File: config.mk
export PLATFORM = sky130hd
export DESIGN_NAME = adcrb_dma
export DESIGN_NICKNAME = d
export VERILOG_FILES = /design/src/rtl/adcrb_pkg.sv /design/src/rtl/adcrb_dma.sv
export SDC_FILE = /design/constraint.sdc
export NUM_CORES = 1
export LEC_CHECK = 0
export BUFFER_PORTS_ARGS = -buffer_cell sky130_fd_sc_hd__buf_2
export CORE_MARGIN = 4
export CORE_UTILIZATION = 50
export CTS_CLUSTER_DIAMETER = 150
export DETAILED_ROUTE_END_ITERATION = 8
export HOLD_SLACK_MARGIN = 0.02
export PLACE_DENSITY_LB_ADDON = 0.12
export REMOVE_ABC_BUFFERS = 1
export SYNTH_ARGS = -nofsm -noshare
export SYNTH_HDL_FRONTEND = slang
export SYNTH_SLANG_ARGS = --single-unit
File: constraint.sdc
create_clock -name pclk -period 4.06 [get_ports pclk]
set_clock_uncertainty 0.2 [all_clocks]
set_input_delay 0.406 -clock pclk [delete_from_list [all_inputs] [get_ports pclk]]
set_output_delay 0.406 -clock pclk [all_outputs]
set_load 0.005 [all_outputs]
File: src/rtl/adcrb_pkg.sv
package adcrb_pkg;

  // register byte addresses
  localparam logic [31:0] ADDR_EVENT_PENDING = 32'h4000A810;
  localparam logic [31:0] ADDR_EVENT_CLEAR = 32'h4000A830;
  localparam logic [31:0] ADDR_EVENT_ENABLE = 32'h4000A850;
  localparam logic [31:0] ADDR_CONV_CONTROL = 32'h4000D030;
  localparam logic [31:0] ADDR_BUF_CONTROL = 32'h4000D010;
  localparam logic [31:0] ADDR_BUF_STATE = 32'h4000D014;
  localparam logic [31:0] ADDR_BUF_START = 32'h4000D018;
  localparam logic [31:0] ADDR_BUF_LENGTH = 32'h4000D01C;
  localparam logic [31:0] ADDR_BUF_WPTR = 32'h4000D020;
  localparam logic [31:0] ADDR_BUF_COUNT = 32'h4000D024;

  // control field positions
  localparam int CTL_ARM_BIT = 0;
  localparam int CTL_WRAP_BIT = 1;
  localparam int CTL_RESET_BIT = 4;
  localparam int RUN_BIT = 0;

  // state field positions
  localparam int ST_ACTIVE_BIT = 0;
  localparam int ST_DROPPED_BIT = 1;

  // event positions
  localparam int EV_READY_BIT = 0;
  localparam int EV_HALF_BIT = 1;
  localparam int EV_FULL_BIT = 2;
  localparam int EV_SAT_BIT = 3;
  localparam int EV_OVR_BIT = 4;
  localparam int EV_W = 5;

  // buffer geometry
  localparam int ADDR_W = 14;
  localparam int LEN_W = 13;
  localparam int DATA_W = 16;
  localparam logic [31:0] RAM_BASE = 32'h20000000;
  localparam logic [17:0] RAM_BASE_HI = 18'h08000;
  localparam logic [LEN_W-1:0] CNT_STEP = 13'h0001;
  localparam logic [LEN_W-1:0] CNT_ZERO = 13'h0000;

  typedef struct packed {
    logic en;
    logic [31:0] addr;
    logic [DATA_W-1:0] data;
  } adcrb_ram_wr_t;

endpackage

File: src/rtl/adcrb_dma.sv
`timescale 1ns/1ps
// Behaviour
// - buffer-reset write resets engine, bit self-clears
// - linear mode stops when buffer full
// - circular mode restarts at start after last
// - arm one starts engine, zero ignored
// - arm clears on start or reset
// - result while inactive sets dropped flag
// - dropped flag held until buffer reset
// - active flag reads engine activity, read-only
// - start address lsb forced to zero
// - length counts 16-bit results, not bytes
// - write pointer shows next write location
// - fill count shows results written
// - half and full pending flags set
// - overrun, saturation, ready pending flags set
// - enable bits gate events onto interrupt
// - run bit keeps converter producing results
module adcrb_dma (
  input wire logic pclk,
  input wire logic presetn,
  input wire logic psel,
  input wire logic penable,
  input wire logic pwrite,
  input wire logic [31:0] paddr,
  input wire logic [31:0] pwdata,
  output logic [31:0] prdata,
  output logic pready,
  output logic pslverr,
  output logic conv_run,
  input wire logic result_valid,
  input wire logic [adcrb_pkg::DATA_W-1:0] result_data,
  input wire logic result_saturated,
  output adcrb_pkg::adcrb_ram_wr_t ram_wr,
  output logic irq
);

  logic arm_reg;
  logic wrap_reg;
  logic run_reg;
  logic active_reg;
  logic dropped_reg;
  logic [adcrb_pkg::ADDR_W-1:0] start_reg;
  logic [adcrb_pkg::LEN_W-1:0] len_reg;
  logic [adcrb_pkg::ADDR_W-2:0] cur_reg;
  logic [adcrb_pkg::LEN_W-1:0] cnt_reg;
  logic [adcrb_pkg::EV_W-1:0] pend_reg;
  logic [adcrb_pkg::EV_W-1:0] en_reg;
  logic [31:0] prdata_reg;
  adcrb_pkg::adcrb_ram_wr_t ram_wr_reg;

  // bus decode
  wire setup = psel && !penable;
  wire wr_acc = psel && penable && pwrite;
  wire hit_pend = paddr == adcrb_pkg::ADDR_EVENT_PENDING;
  wire hit_clr = paddr == adcrb_pkg::ADDR_EVENT_CLEAR;
  wire hit_en = paddr == adcrb_pkg::ADDR_EVENT_ENABLE;
  wire hit_run = paddr == adcrb_pkg::ADDR_CONV_CONTROL;
  wire hit_ctl = paddr == adcrb_pkg::ADDR_BUF_CONTROL;
  wire hit_st = paddr == adcrb_pkg::ADDR_BUF_STATE;
  wire hit_beg = paddr == adcrb_pkg::ADDR_BUF_START;
  wire hit_len = paddr == adcrb_pkg::ADDR_BUF_LENGTH;
  wire hit_ptr = paddr == adcrb_pkg::ADDR_BUF_WPTR;
  wire hit_cnt = paddr == adcrb_pkg::ADDR_BUF_COUNT;
  wire hit_any = hit_pend || hit_clr || hit_en || hit_run || hit_ctl ||
                 hit_st || hit_beg || hit_len || hit_ptr || hit_cnt;
  wire hit_ro = hit_st || hit_ptr || hit_cnt;
  wire hit_wo = hit_clr;
  wire bad = !hit_any || (pwrite && hit_ro) || (!pwrite && hit_wo);

  // commands
  wire wr_ctl = wr_acc && hit_ctl;
  wire buf_reset = wr_ctl && pwdata[adcrb_pkg::CTL_RESET_BIT];
  wire arm_set = wr_ctl && pwdata[adcrb_pkg::CTL_ARM_BIT];
  wire start_go = arm_reg && !active_reg && !buf_reset;

  // engine datapath
  wire result_in = result_valid && run_reg;
  wire accept = result_in && active_reg;
  wire dropped_ev = result_in && !active_reg;
  wire [adcrb_pkg::LEN_W-1:0] cnt_next = cnt_reg + adcrb_pkg::CNT_STEP;
  wire [adcrb_pkg::ADDR_W-2:0] cur_inc =
    cur_reg + {{(adcrb_pkg::ADDR_W-2){1'b0}}, 1'b1};
  wire [adcrb_pkg::ADDR_W-2:0] start_word = start_reg[adcrb_pkg::ADDR_W-1:1];
  wire buf_full = cnt_next >= len_reg;
  wire [adcrb_pkg::LEN_W-1:0] half_len = len_reg >> 1;
  wire half_hit = accept && (half_len != adcrb_pkg::CNT_ZERO) &&
                  (cnt_next == half_len);
  wire full_hit = accept && buf_full;
  wire [31:0] ram_addr = {adcrb_pkg::RAM_BASE_HI, cur_reg, 1'b0};

  // events
  wire [adcrb_pkg::EV_W-1:0] ev_set = {dropped_ev, result_saturated,
                                       full_hit, half_hit, accept};
  wire [adcrb_pkg::EV_W-1:0] ev_clr =
    (wr_acc && (hit_pend || hit_clr)) ? pwdata[adcrb_pkg::EV_W-1:0] :
    {adcrb_pkg::EV_W{1'b0}};
  wire [adcrb_pkg::EV_W-1:0] pend_next = ev_set | (pend_reg & ~ev_clr);
  wire half_clr = ev_clr[adcrb_pkg::EV_HALF_BIT];

  // read mux
  wire [31:0] rd_ctl = {30'h0, wrap_reg, arm_reg};
  wire [31:0] rd_st = {30'h0, dropped_reg, active_reg};
  wire [31:0] rd_ptr = ram_addr;
  wire [31:0] rd_cnt = {19'h0, cnt_reg};
  wire [31:0] rd_data =
    hit_pend ? {27'h0, pend_reg} :
    hit_en ? {27'h0, en_reg} :
    hit_run ? {31'h0, run_reg} :
    hit_ctl ? rd_ctl :
    hit_st ? rd_st :
    hit_beg ? (adcrb_pkg::RAM_BASE | {18'h0, start_reg}) :
    hit_len ? {19'h0, len_reg} :
    hit_ptr ? rd_ptr :
    hit_cnt ? rd_cnt : 32'h0;

  assign prdata = prdata_reg;
  assign pready = 1'b1;
  assign pslverr = psel && penable && bad;
  assign conv_run = run_reg;
  assign ram_wr = ram_wr_reg;
  assign irq = |(pend_reg & en_reg);

  always_ff @(posedge pclk or negedge presetn) begin
    if (!presetn) begin
      prdata_reg <= 32'h0;
    end else if (setup && !pwrite) begin
      prdata_reg <= rd_data;
    end
  end

  // software registers
  always_ff @(posedge pclk or negedge presetn) begin
    if (!presetn) begin
      wrap_reg <= 1'b0;
      run_reg <= 1'b0;
      start_reg <= {adcrb_pkg::ADDR_W{1'b0}};
      len_reg <= adcrb_pkg::CNT_ZERO;
      en_reg <= {adcrb_pkg::EV_W{1'b0}};
      pend_reg <= {adcrb_pkg::EV_W{1'b0}};
    end else begin
      pend_reg <= pend_next;
      if (wr_ctl) begin
        wrap_reg <= pwdata[adcrb_pkg::CTL_WRAP_BIT];
      end
      if (wr_acc && hit_run) begin
        run_reg <= pwdata[adcrb_pkg::RUN_BIT];
      end
      if (wr_acc && hit_beg) begin
        start_reg <= {pwdata[adcrb_pkg::ADDR_W-1:1], 1'b0};
      end
      if (wr_acc && hit_len) begin
        len_reg <= pwdata[adcrb_pkg::LEN_W-1:0];
      end
      if (wr_acc && hit_en) begin
        en_reg <= pwdata[adcrb_pkg::EV_W-1:0];
      end
    end
  end

  // arm bit and dropped flag
  always_ff @(posedge pclk or negedge presetn) begin
    if (!presetn) begin
      arm_reg <= 1'b0;
      dropped_reg <= 1'b0;
    end else begin
      if (buf_reset || start_go) begin
        arm_reg <= 1'b0;
      end else if (arm_set) begin
        arm_reg <= 1'b1;
      end
      if (buf_reset) begin
        dropped_reg <= 1'b0;
      end else if (dropped_ev) begin
        dropped_reg <= 1'b1;
      end
    end
  end

  // transfer engine
  always_ff @(posedge pclk or negedge presetn) begin
    if (!presetn) begin
      active_reg <= 1'b0;
      cur_reg <= {(adcrb_pkg::ADDR_W-1){1'b0}};
      cnt_reg <= adcrb_pkg::CNT_ZERO;
    end else if (buf_reset) begin
      active_reg <= 1'b0;
      cur_reg <= start_word;
      cnt_reg <= adcrb_pkg::CNT_ZERO;
    end else if (start_go) begin
      active_reg <= 1'b1;
      cur_reg <= start_word;
      cnt_reg <= adcrb_pkg::CNT_ZERO;
    end else if (accept && buf_full && wrap_reg) begin
      cur_reg <= start_word;
      cnt_reg <= adcrb_pkg::CNT_ZERO;
    end else if (accept) begin
      active_reg <= !buf_full;
      cur_reg <= cur_inc;
      cnt_reg <= cnt_next;
    end
  end

  // ram write port
  always_ff @(posedge pclk or negedge presetn) begin
    if (!presetn) begin
      ram_wr_reg <= '0;
    end else begin
      ram_wr_reg.en <= accept;
      if (accept) begin
        ram_wr_reg.addr <= ram_addr;
        ram_wr_reg.data <= result_data;
      end
    end
  end

  // elaboration checks on the package geometry
  if (adcrb_pkg::ADDR_W != adcrb_pkg::LEN_W + 1) begin : g_check_width
    $error("pointer field must be one bit wider than count");
  end
  if ((32'(adcrb_pkg::RAM_BASE_HI) << adcrb_pkg::ADDR_W) !=
      adcrb_pkg::RAM_BASE) begin : g_check_base
    $error("ram base high part does not match ram base");
  end
  if (adcrb_pkg::EV_OVR_BIT >= adcrb_pkg::EV_W) begin : g_check_events
    $error("event bit outside event vector");
  end

  // engine reset and stop
  a_reset_clears: assert property (
    @(posedge pclk) disable iff (!presetn)
    buf_reset
    |=> !active_reg && !arm_reg && !dropped_reg)
    else $error("buffer reset did not clear engine");
  a_reset_rewind: assert property (
    @(posedge pclk) disable iff (!presetn)
    buf_reset
    |=> cnt_reg == adcrb_pkg::CNT_ZERO && cur_reg == $past(start_word))
    else $error("buffer reset did not rewind pointer");
  a_linear_stop: assert property (
    @(posedge pclk) disable iff (!presetn)
    accept && buf_full && !wrap_reg && !buf_reset
    |=> !active_reg)
    else $error("linear mode kept running when full");
  a_idle_quiet: assert property (
    @(posedge pclk) disable iff (!presetn)
    !active_reg
    |=> !ram_wr.en)
    else $error("ram written while engine idle");
  a_wrap_restart: assert property (
    @(posedge pclk) disable iff (!presetn)
    accept && buf_full && wrap_reg && !buf_reset
    |=> active_reg && cnt_reg == adcrb_pkg::CNT_ZERO)
    else $error("circular mode did not restart");
  a_wrap_rewind: assert property (
    @(posedge pclk) disable iff (!presetn)
    accept && buf_full && wrap_reg && !buf_reset
    |=> cur_reg == $past(start_word))
    else $error("circular mode did not return to start");

  // arm bit
  a_arm_start: assert property (
    @(posedge pclk) disable iff (!presetn)
    arm_set && !active_reg && !buf_reset
    |=> ##1 active_reg)
    else $error("arm did not start engine");
  a_arm_hold: assert property (
    @(posedge pclk) disable iff (!presetn)
    arm_set && !buf_reset && !start_go
    |=> arm_reg)
    else $error("arm write did not set arm bit");
  a_arm_zero: assert property (
    @(posedge pclk) disable iff (!presetn)
    wr_ctl && !pwdata[adcrb_pkg::CTL_ARM_BIT] && !buf_reset &&
    !arm_reg && !active_reg
    |=> !arm_reg && !active_reg)
    else $error("arm write of zero had an effect");
  a_arm_drop: assert property (
    @(posedge pclk) disable iff (!presetn)
    $rose(active_reg)
    |-> !arm_reg)
    else $error("arm stayed set after start");

  // status flags
  a_dropped_set: assert property (
    @(posedge pclk) disable iff (!presetn)
    dropped_ev && !buf_reset
    |=> dropped_reg && pend_reg[adcrb_pkg::EV_OVR_BIT])
    else $error("dropped result not flagged");
  a_dropped_hold: assert property (
    @(posedge pclk) disable iff (!presetn)
    dropped_reg && !buf_reset
    |=> dropped_reg)
    else $error("dropped flag cleared without buffer reset");
  a_active_read: assert property (
    @(posedge pclk) disable iff (!presetn)
    setup && !pwrite && hit_st
    |=> prdata[adcrb_pkg::ST_ACTIVE_BIT] == $past(active_reg) &&
        prdata[adcrb_pkg::ST_DROPPED_BIT] == $past(dropped_reg))
    else $error("state read does not match engine");
  a_start_even: assert property (
    @(posedge pclk) disable iff (!presetn)
    !start_reg[0])
    else $error("start address odd");

  // counting and pointer
  a_linear_count: assert property (
    @(posedge pclk) disable iff (!presetn)
    accept && !wrap_reg && !buf_reset && cnt_next == len_reg
    |=> cnt_reg == $past(len_reg))
    else $error("linear fill count differs from length");
  a_ptr_read: assert property (
    @(posedge pclk) disable iff (!presetn)
    setup && !pwrite && hit_ptr
    |=> prdata[adcrb_pkg::ADDR_W-1:1] == $past(cur_reg) &&
        !prdata[0])
    else $error("pointer read does not show next location");
  a_count_read: assert property (
    @(posedge pclk) disable iff (!presetn)
    setup && !pwrite && hit_cnt
    |=> prdata[adcrb_pkg::LEN_W-1:0] == $past(cnt_reg))
    else $error("count read does not match results written");
  a_ptr_step: assert property (
    @(posedge pclk) disable iff (!presetn)
    accept && !buf_full && !buf_reset
    |=> cur_reg == $past(cur_reg) + 1'h1 &&
        cnt_reg == $past(cnt_reg) + adcrb_pkg::CNT_STEP)
    else $error("pointer or count did not step");
  a_ram_write: assert property (
    @(posedge pclk) disable iff (!presetn)
    accept
    |=> ram_wr.en && ram_wr.addr == $past(ram_addr) &&
        ram_wr.data == $past(result_data))
    else $error("ram write mismatch");
  a_ram_base: assert property (
    @(posedge pclk) disable iff (!presetn)
    ram_wr.en
    |-> (ram_wr.addr >> adcrb_pkg::ADDR_W) == 32'(adcrb_pkg::RAM_BASE_HI))
    else $error("ram write outside ram window");

  // pending flags and interrupt
  a_half_flag: assert property (
    @(posedge pclk) disable iff (!presetn)
    half_hit |=> pend_reg[adcrb_pkg::EV_HALF_BIT]
    ##1 (pend_reg[adcrb_pkg::EV_HALF_BIT] || $past(half_clr)))
    else $error("half flag not set");
  a_full_flag: assert property (
    @(posedge pclk) disable iff (!presetn)
    full_hit
    |=> pend_reg[adcrb_pkg::EV_FULL_BIT])
    else $error("full flag not set");
  a_pend_sticky: assert property (
    @(posedge pclk) disable iff (!presetn)
    pend_reg[adcrb_pkg::EV_FULL_BIT] && !ev_clr[adcrb_pkg::EV_FULL_BIT]
    |=> pend_reg[adcrb_pkg::EV_FULL_BIT])
    else $error("full flag dropped without clear");
  a_sat_flag: assert property (
    @(posedge pclk) disable iff (!presetn)
    result_saturated
    |=> pend_reg[adcrb_pkg::EV_SAT_BIT])
    else $error("saturation flag not set");
  a_ovr_sticky: assert property (
    @(posedge pclk) disable iff (!presetn)
    pend_reg[adcrb_pkg::EV_OVR_BIT] && !ev_clr[adcrb_pkg::EV_OVR_BIT]
    |=> pend_reg[adcrb_pkg::EV_OVR_BIT])
    else $error("overrun flag dropped without clear");
  a_ready_flag: assert property (
    @(posedge pclk) disable iff (!presetn)
    accept
    |=> pend_reg[adcrb_pkg::EV_READY_BIT])
    else $error("result ready flag not set");
  a_irq_gate: assert property (
    @(posedge pclk) disable iff (!presetn)
    accept && en_reg[adcrb_pkg::EV_READY_BIT] && !(wr_acc && hit_en)
    |=> irq)
    else $error("enabled event missed interrupt");
  a_irq_masked: assert property (
    @(posedge pclk) disable iff (!presetn)
    en_reg == {adcrb_pkg::EV_W{1'h0}}
    |-> !irq)
    else $error("interrupt raised with all events disabled");
  a_run_gate: assert property (
    @(posedge pclk) disable iff (!presetn)
    result_valid && !run_reg
    |=> !ram_wr.en)
    else $error("result taken while converter stopped");

endmodule // adcrb_dma

# Yosys cells after proc, flatten, opt, wreduce, memory -nomap -nowiden
# Index checks and enable logic that the tools add are counted.
op_classes:
  n_addsub: 2
  multipliers: 0
  n_div: 0
  order_cmp: 1
  n_eq_ne: 12
  shift: 0
  muxes: 26
  n_bitwise: 4
  reduce_logical: 51
op_table:
  columns: ["cell", "count"]
  rows:
  - ["$eq 32x31->1 const B", 10]
  - ["$mux 30", 8]
  - ["$mux 13", 9]
  - ["$add 13x1->13 const B", 2]
  - ["$logic_and 1x1->1", 24]
  - ["$logic_or 1x1->1", 14]
  - ["$eq 13x12->1", 1]
  - ["$ge 13x13->1", 1]
  - ["$reduce_bool 13->1", 1]
  - ["$and 5x5->5", 2]
  - ["$mux 1", 8]
  - ["$logic_not 1->1", 6]
  - ["$mux 5", 1]
  - ["$not 5->5", 1]
  - ["$or 5x5->5", 1]
  - ["$reduce_or 5->1", 1]
  - ["$reduce_bool 2->1", 2]
  - ["$reduce_bool 4->1", 1]
  - ["$ne 3x3->1 const B", 1]
  - ["$reduce_bool 3->1", 1]
  - ["$reduce_and 2->1", 1]
totals:
  regBits: 130
  latchBits: 0
  ram_bits: 0
  romBits: 0
  in_bits: 87
  out_inout_bits: 85
  n_memories: 0

# Longest topological paths before layout
logic_depth:
  depth_word: 14
  ltp_mapped: 16

# Worst setup path after synthesis
# OpenSTA, ideal clock, no wires.
synth_path:
  kind: "reg2reg"
  startpoint: "register cnt_reg[0] (netlist name)"
  endpoint: "register cnt_reg[9] (netlist name)"
  setup_time_ps: 136
  t_arrival_ps: 3218
  slack_ps: 506
  stages_incl_launch_ff: 17
  synth_period_minus_slack_ps: 3554
  path_cell_list: "dfrtp_1 -> ha_1 -> nand3_1 -> or2_2 -> clkbuf_1 -> nor2_1 -> xnor2_1 -> inv_1 -> ha_1 -> nand4_1 -> nor2_1 -> o211ai_1 -> a311o_1 -> nand2_4 -> buf_2 -> a2bb2oi_1 -> o31ai_1"
synth_via:
  elab_chain_len: 7
  elab_cells_between_ends: 9
  cone_classes: "1 x add/sub; 1 x order compare; 4 x mux; 3 x reduce/logical"
synth_rtl:
  columns: ["item", "line", "rtl"]
  rows:
  - ["from (decl)", "adcrb_dma.sv:46", "logic [adcrb_pkg::LEN_W-1:0] cnt_reg;"]
  - ["from (signal assigned)", "adcrb_dma.sv:185", "cnt_reg <= adcrb_pkg::CNT_ZERO;"]
  - ["from (signal assigned)", "adcrb_dma.sv:189", "cnt_reg <= adcrb_pkg::CNT_ZERO;"]
  - ["from (signal assigned)", "adcrb_dma.sv:193", "cnt_reg <= adcrb_pkg::CNT_ZERO;"]
  - ["$add 13x1->13 (*)", "adcrb_dma.sv:81", "wire [adcrb_pkg::LEN_W-1:0] cnt_next = cnt_reg + adcrb_pkg::CNT_STEP;"]
  - ["$ge 13x13->1", "adcrb_dma.sv:85", "wire buf_full = cnt_next >= len_reg;"]
  - ["$logic_and 1x1->1 (2 in a row)", "adcrb_dma.sv:194", "end else if (accept && buf_full && wrap_reg) begin"]
  - ["$mux 13", "adcrb_dma.sv:194", null]
  - ["$mux 13", "adcrb_dma.sv:190", "end else if (start_go) begin"]
  - ["$mux 13", "adcrb_dma.sv:186", "end else if (buf_reset) begin"]
# Mark *: on every way between the ends. The rest lies on a longest branch, timed or not. The select of a mux whose other input is x is not followed.
# A chain may end at the register's enable or synchronous reset.

# Worst setup path after layout
layout_path:
  startpoint: "register cnt_reg[1] (netlist name)"
  endpoint: "register cur_reg[2] (netlist name)"
layout_via:
  elab_chain_len: 7
  elab_cells_between_ends: 8
  cone_classes: "1 x add/sub; 1 x order compare; 3 x mux; 3 x reduce/logical"
layout_rtl:
  columns: ["item", "line", "rtl"]
  rows:
  - ["$add 13x1->13 (*)", "adcrb_dma.sv:81", null]
  - ["$ge 13x13->1 (*)", "adcrb_dma.sv:85", null]
  - ["$logic_and 1x1->1 (*) (2 in a row)", "adcrb_dma.sv:194", null]
  - ["$mux 13", "adcrb_dma.sv:194", null]
  - ["$mux 13", "adcrb_dma.sv:190", null]
  - ["$mux 13", "adcrb_dma.sv:186", null]
  - ["to (signal assigned)", "adcrb_dma.sv:188", "cur_reg <= start_word;"]
  - ["to (signal assigned)", "adcrb_dma.sv:192", "cur_reg <= start_word;"]
  - ["to (signal assigned)", "adcrb_dma.sv:195", "cur_reg <= start_word;"]
  - ["to (decl)", "adcrb_dma.sv:45", "logic [adcrb_pkg::ADDR_W-2:0] cur_reg;"]
# Mark *: on every way between the ends. The rest lies on a longest branch, timed or not.

==> metrics <==
status finished clean; share of layout cells above drive strength 1 24.20%; Yosys Warn Count 0; Post-Route Setup TNS 0 ns; r2r startpoint cnt_reg[1]; Critical-path top delay cell a311o_1; Hold Slack 0.03486 ns; DRT antenna net count 0; First-pass DRT Iterations 6; critical path class register to register; prevailing post-synth register cell dfrtp_1; CTS tree done; vias in the first global route 5795; Crit. End Element register; Vias 5985; post-synthesis sequential area ratio 42.98%; DRC Markers 0; CTS clock-pin slew for the worst setup and hold paths 0.05 ns; fmax 269.4 MHz; Flop pwr share 42.6%; Worst setup SP type register; Nets 962; initial core utilization 51.50%; Rows 41; syn avg cell area 9.112 sq um; Post-Syn Area 6579 sq um; FF+latch count, synth 113; total global-route track usage 25.14%; chip height 122.7 um; DP HPWL 13640 um; Routed WL 18450 um; max-slew violations 0; Internal Pwr Total 2076 uW; drt via density 5.733; diode count 0; largest net degree at the start of global routing 72; CP cell instances ha_1 -> nand3_1 -> or2_2 -> o21ai_0 -> nand2_1 -> ha_1 -> nand4_1 -> nor2_1 -> o211ai_1 -> a311o_1 -> nand2_4 -> buf_12 -> o21ai_0 -> a221oi_1; clock buffer depth 2; port bufs 117; initial antenna violation count 0; H-tree depth 4; switching share of power 21.81%; Peak VDD IR 0.3003 mV; DIE AREA 15060 sq um; crit path from cnt_reg[1]; Num CTS Buffers 17; core area 12770 sq um; synth unique cells 63; Mapped Cells 722; hold path startpoint pwdata[11]; number of flops mapped to enable cells by yosys 0; Final Cell Area 8018 sq um; routed len/inst 17.67 um; Final Cycle Share 91.43%; RSZ-0062 raised after global routing false; Die Wd 122.7 um; Comb pwr share 4.7%; Req. time, crit path 4.16 ns; Slew headroom 24.17%; Cell Area, Placed 7271 sq um; remaining global-route overflow 0; worst slew pin tran 1.131 ns; CP max stage delay 0.49 ns; Setup Buffers After CTS 0; first-pass GRT wire length 29390 um; final hold vios 0; Psw 579.2 uW; Filler Cell Count 1064; Clock Sinks 113; Root Buffer clkbuf_16; Arrival @ worst endpoint 3.81 ns; PD cells 331.1 nW/um^2; final design utilization 62.77%; worst-skew pair later-pin latency 0.42 ns; max FFs per register 31; HP Class input pin to register; clock network fraction of total power 52.7%; Boundary Pins 172; Leakage 0.003960 uW; GPL Wtd Cong 0.9427; First DRT Iteration DRCs 438; Max Cap Violations 0; crit-path max FO 12; minimum clock period after layout 3.712 ns; final setup vio count 0; area growth from synthesis to layout 21.87%; asr flop ratio synth 100.0%
[cells in the final DEF (no fill, tap or decap), drive strengths merged, types with 3 or more instances in the layout]
cell type / netlist / final
a211oi: 4 / 4
xor2: 6 / 6
dfrtp: 113 / 113
a22oi: 13 / 13
inv: 30 / 30
nand2b: 8 / 8
buf: 50 / 139
mux2i: 13 / 13
nand2: 136 / 136
a2bb2oi: 5 / 5
clkbuf: 22 / 22
nor3: 15 / 15
ha: 15 / 15
conb: 2 / 36
dlygate4sd3: 0 / 18
a21o: 3 / 3
a221oi: 5 / 5
nor4b: 5 / 5
xnor2: 14 / 14
nand3: 21 / 21
nand4: 10 / 10
nor2: 26 / 26
nor4: 21 / 21
a21oi: 18 / 18
o21ai: 64 / 64
a222oi: 11 / 11
mux2: 32 / 32
nor3b: 4 / 4
o211ai: 3 / 3
and3: 13 / 13
o31ai: 6 / 6
clkinv: 1 / 7
a22o: 7 / 7
[stage by stage]
step	power (uW)	worst slack, ns	cells
3_5_place_dp	1261	0.3884	995
4_1_cts	2679	0.3776	1044
2_1_floorplan	1178	0.4918	684
6_report	2655	0.3480	1044
3_3_place_gp	1258	0.4307	995
5_1_grt	2755	0.08505	1044
[synthesized netlist by cell type (all sizes together), types with 13 or more instances]
library cell / n / area share (%)
ha: 15 / 2.9
mux2i: 13 / 2.0
nor2: 26 / 1.5
nor4: 21 / 2.5
clkbuf: 22 / 1.3
nand2: 136 / 7.9
mux2: 32 / 5.5
and3: 13 / 1.2
a22oi: 13 / 1.5
dfrtp: 113 / 43
nand3: 21 / 1.6
a21oi: 18 / 1.4
nor3: 15 / 1.3
buf: 50 / 5.3
o21ai: 64 / 4.9
xnor2: 14 / 1.9
inv: 30 / 1.7
[layout make-up]
| cell class | count | area, sq um | area share (%) |
|---|---|---|---|
| clock buffers | 22 | 484.2 | 6.039 |
| clock inverters | 9 | 82.58 | 1.030 |
| inverters | 31 | 116.4 | 1.451 |
| multi-input cells | 540 | 3333 | 41.57 |
| flip-flops and latches | 113 | 2828 | 35.27 |
| well taps | 172 | 215.2 | 2.684 |
| repair buffers | 157 | 958.4 | 11.95 |
[metal layers]
layer	vias to the layer above	track usage, %	routed length, um
met4	0	7.068	251
met2	269	40.31	8603
met5	-	0	0
met1	2888	34.05	8056
met3	30	6.129	1538
li1	2798	-	-
[worst paths after layout]
kind,endpoint,slack [ns],cells after the start
worst max register to register,cur_reg[2],0.35,14
worst max-delay path,cur_reg[2],0.35,14
worst min register to register,ram_wr[45],0.26,1
worst min-delay path,start_reg[11],0.03,2
max in group asynchronous,ram_wr[18],2.35,3
min in group asynchronous,ram_wr[8],0.47,2
[critical path: cells and delay by family, from the launching register on]
family / cells / cell delay (ns)
simple gates: 6 / 1.04
flops: 1 / 0.40
buf+inv: 1 / 0.16
compound gates: 5 / 1.24
fa+ha+maj: 2 / 0.56
[logic make-up (layout without fill, tap and decap cells)]
group | count (synthesis) | after routing | synth area share (%)
multiplexers | 45 | 45 | 7.455
flip-flops | 113 | 113 | 42.98
AND/OR/NAND/NOR | 272 | 272 | 20.46
other | 2 | 36 | 0.1142
buffers and inverters | 103 | 219 | 8.292
adder cells (fa/ha/maj) | 15 | 15 | 2.853
AO/OA/AOI/OAI | 152 | 152 | 15.18
XOR/XNOR | 20 | 20 | 2.663
[power groups by stage]
stage,Combinational [uW],Clock (uW),Sequential [uW]
floorplan,28.4,0,1150
global placement,109,0,1150
detailed placement,112,0,1150
CTS,125,1420,1130
global route,142,1480,1130
finish,126,1400,1130
[timing repair]
| action | in CTS | in global routing |
|---|---|---|
| hold buffers | 18 | 0 |
| endpoints found under the hold margin | 86 | 0 |
| gates resized for setup | 0 | 0 |
Note: power is estimated with default switching activity, not from simulation.
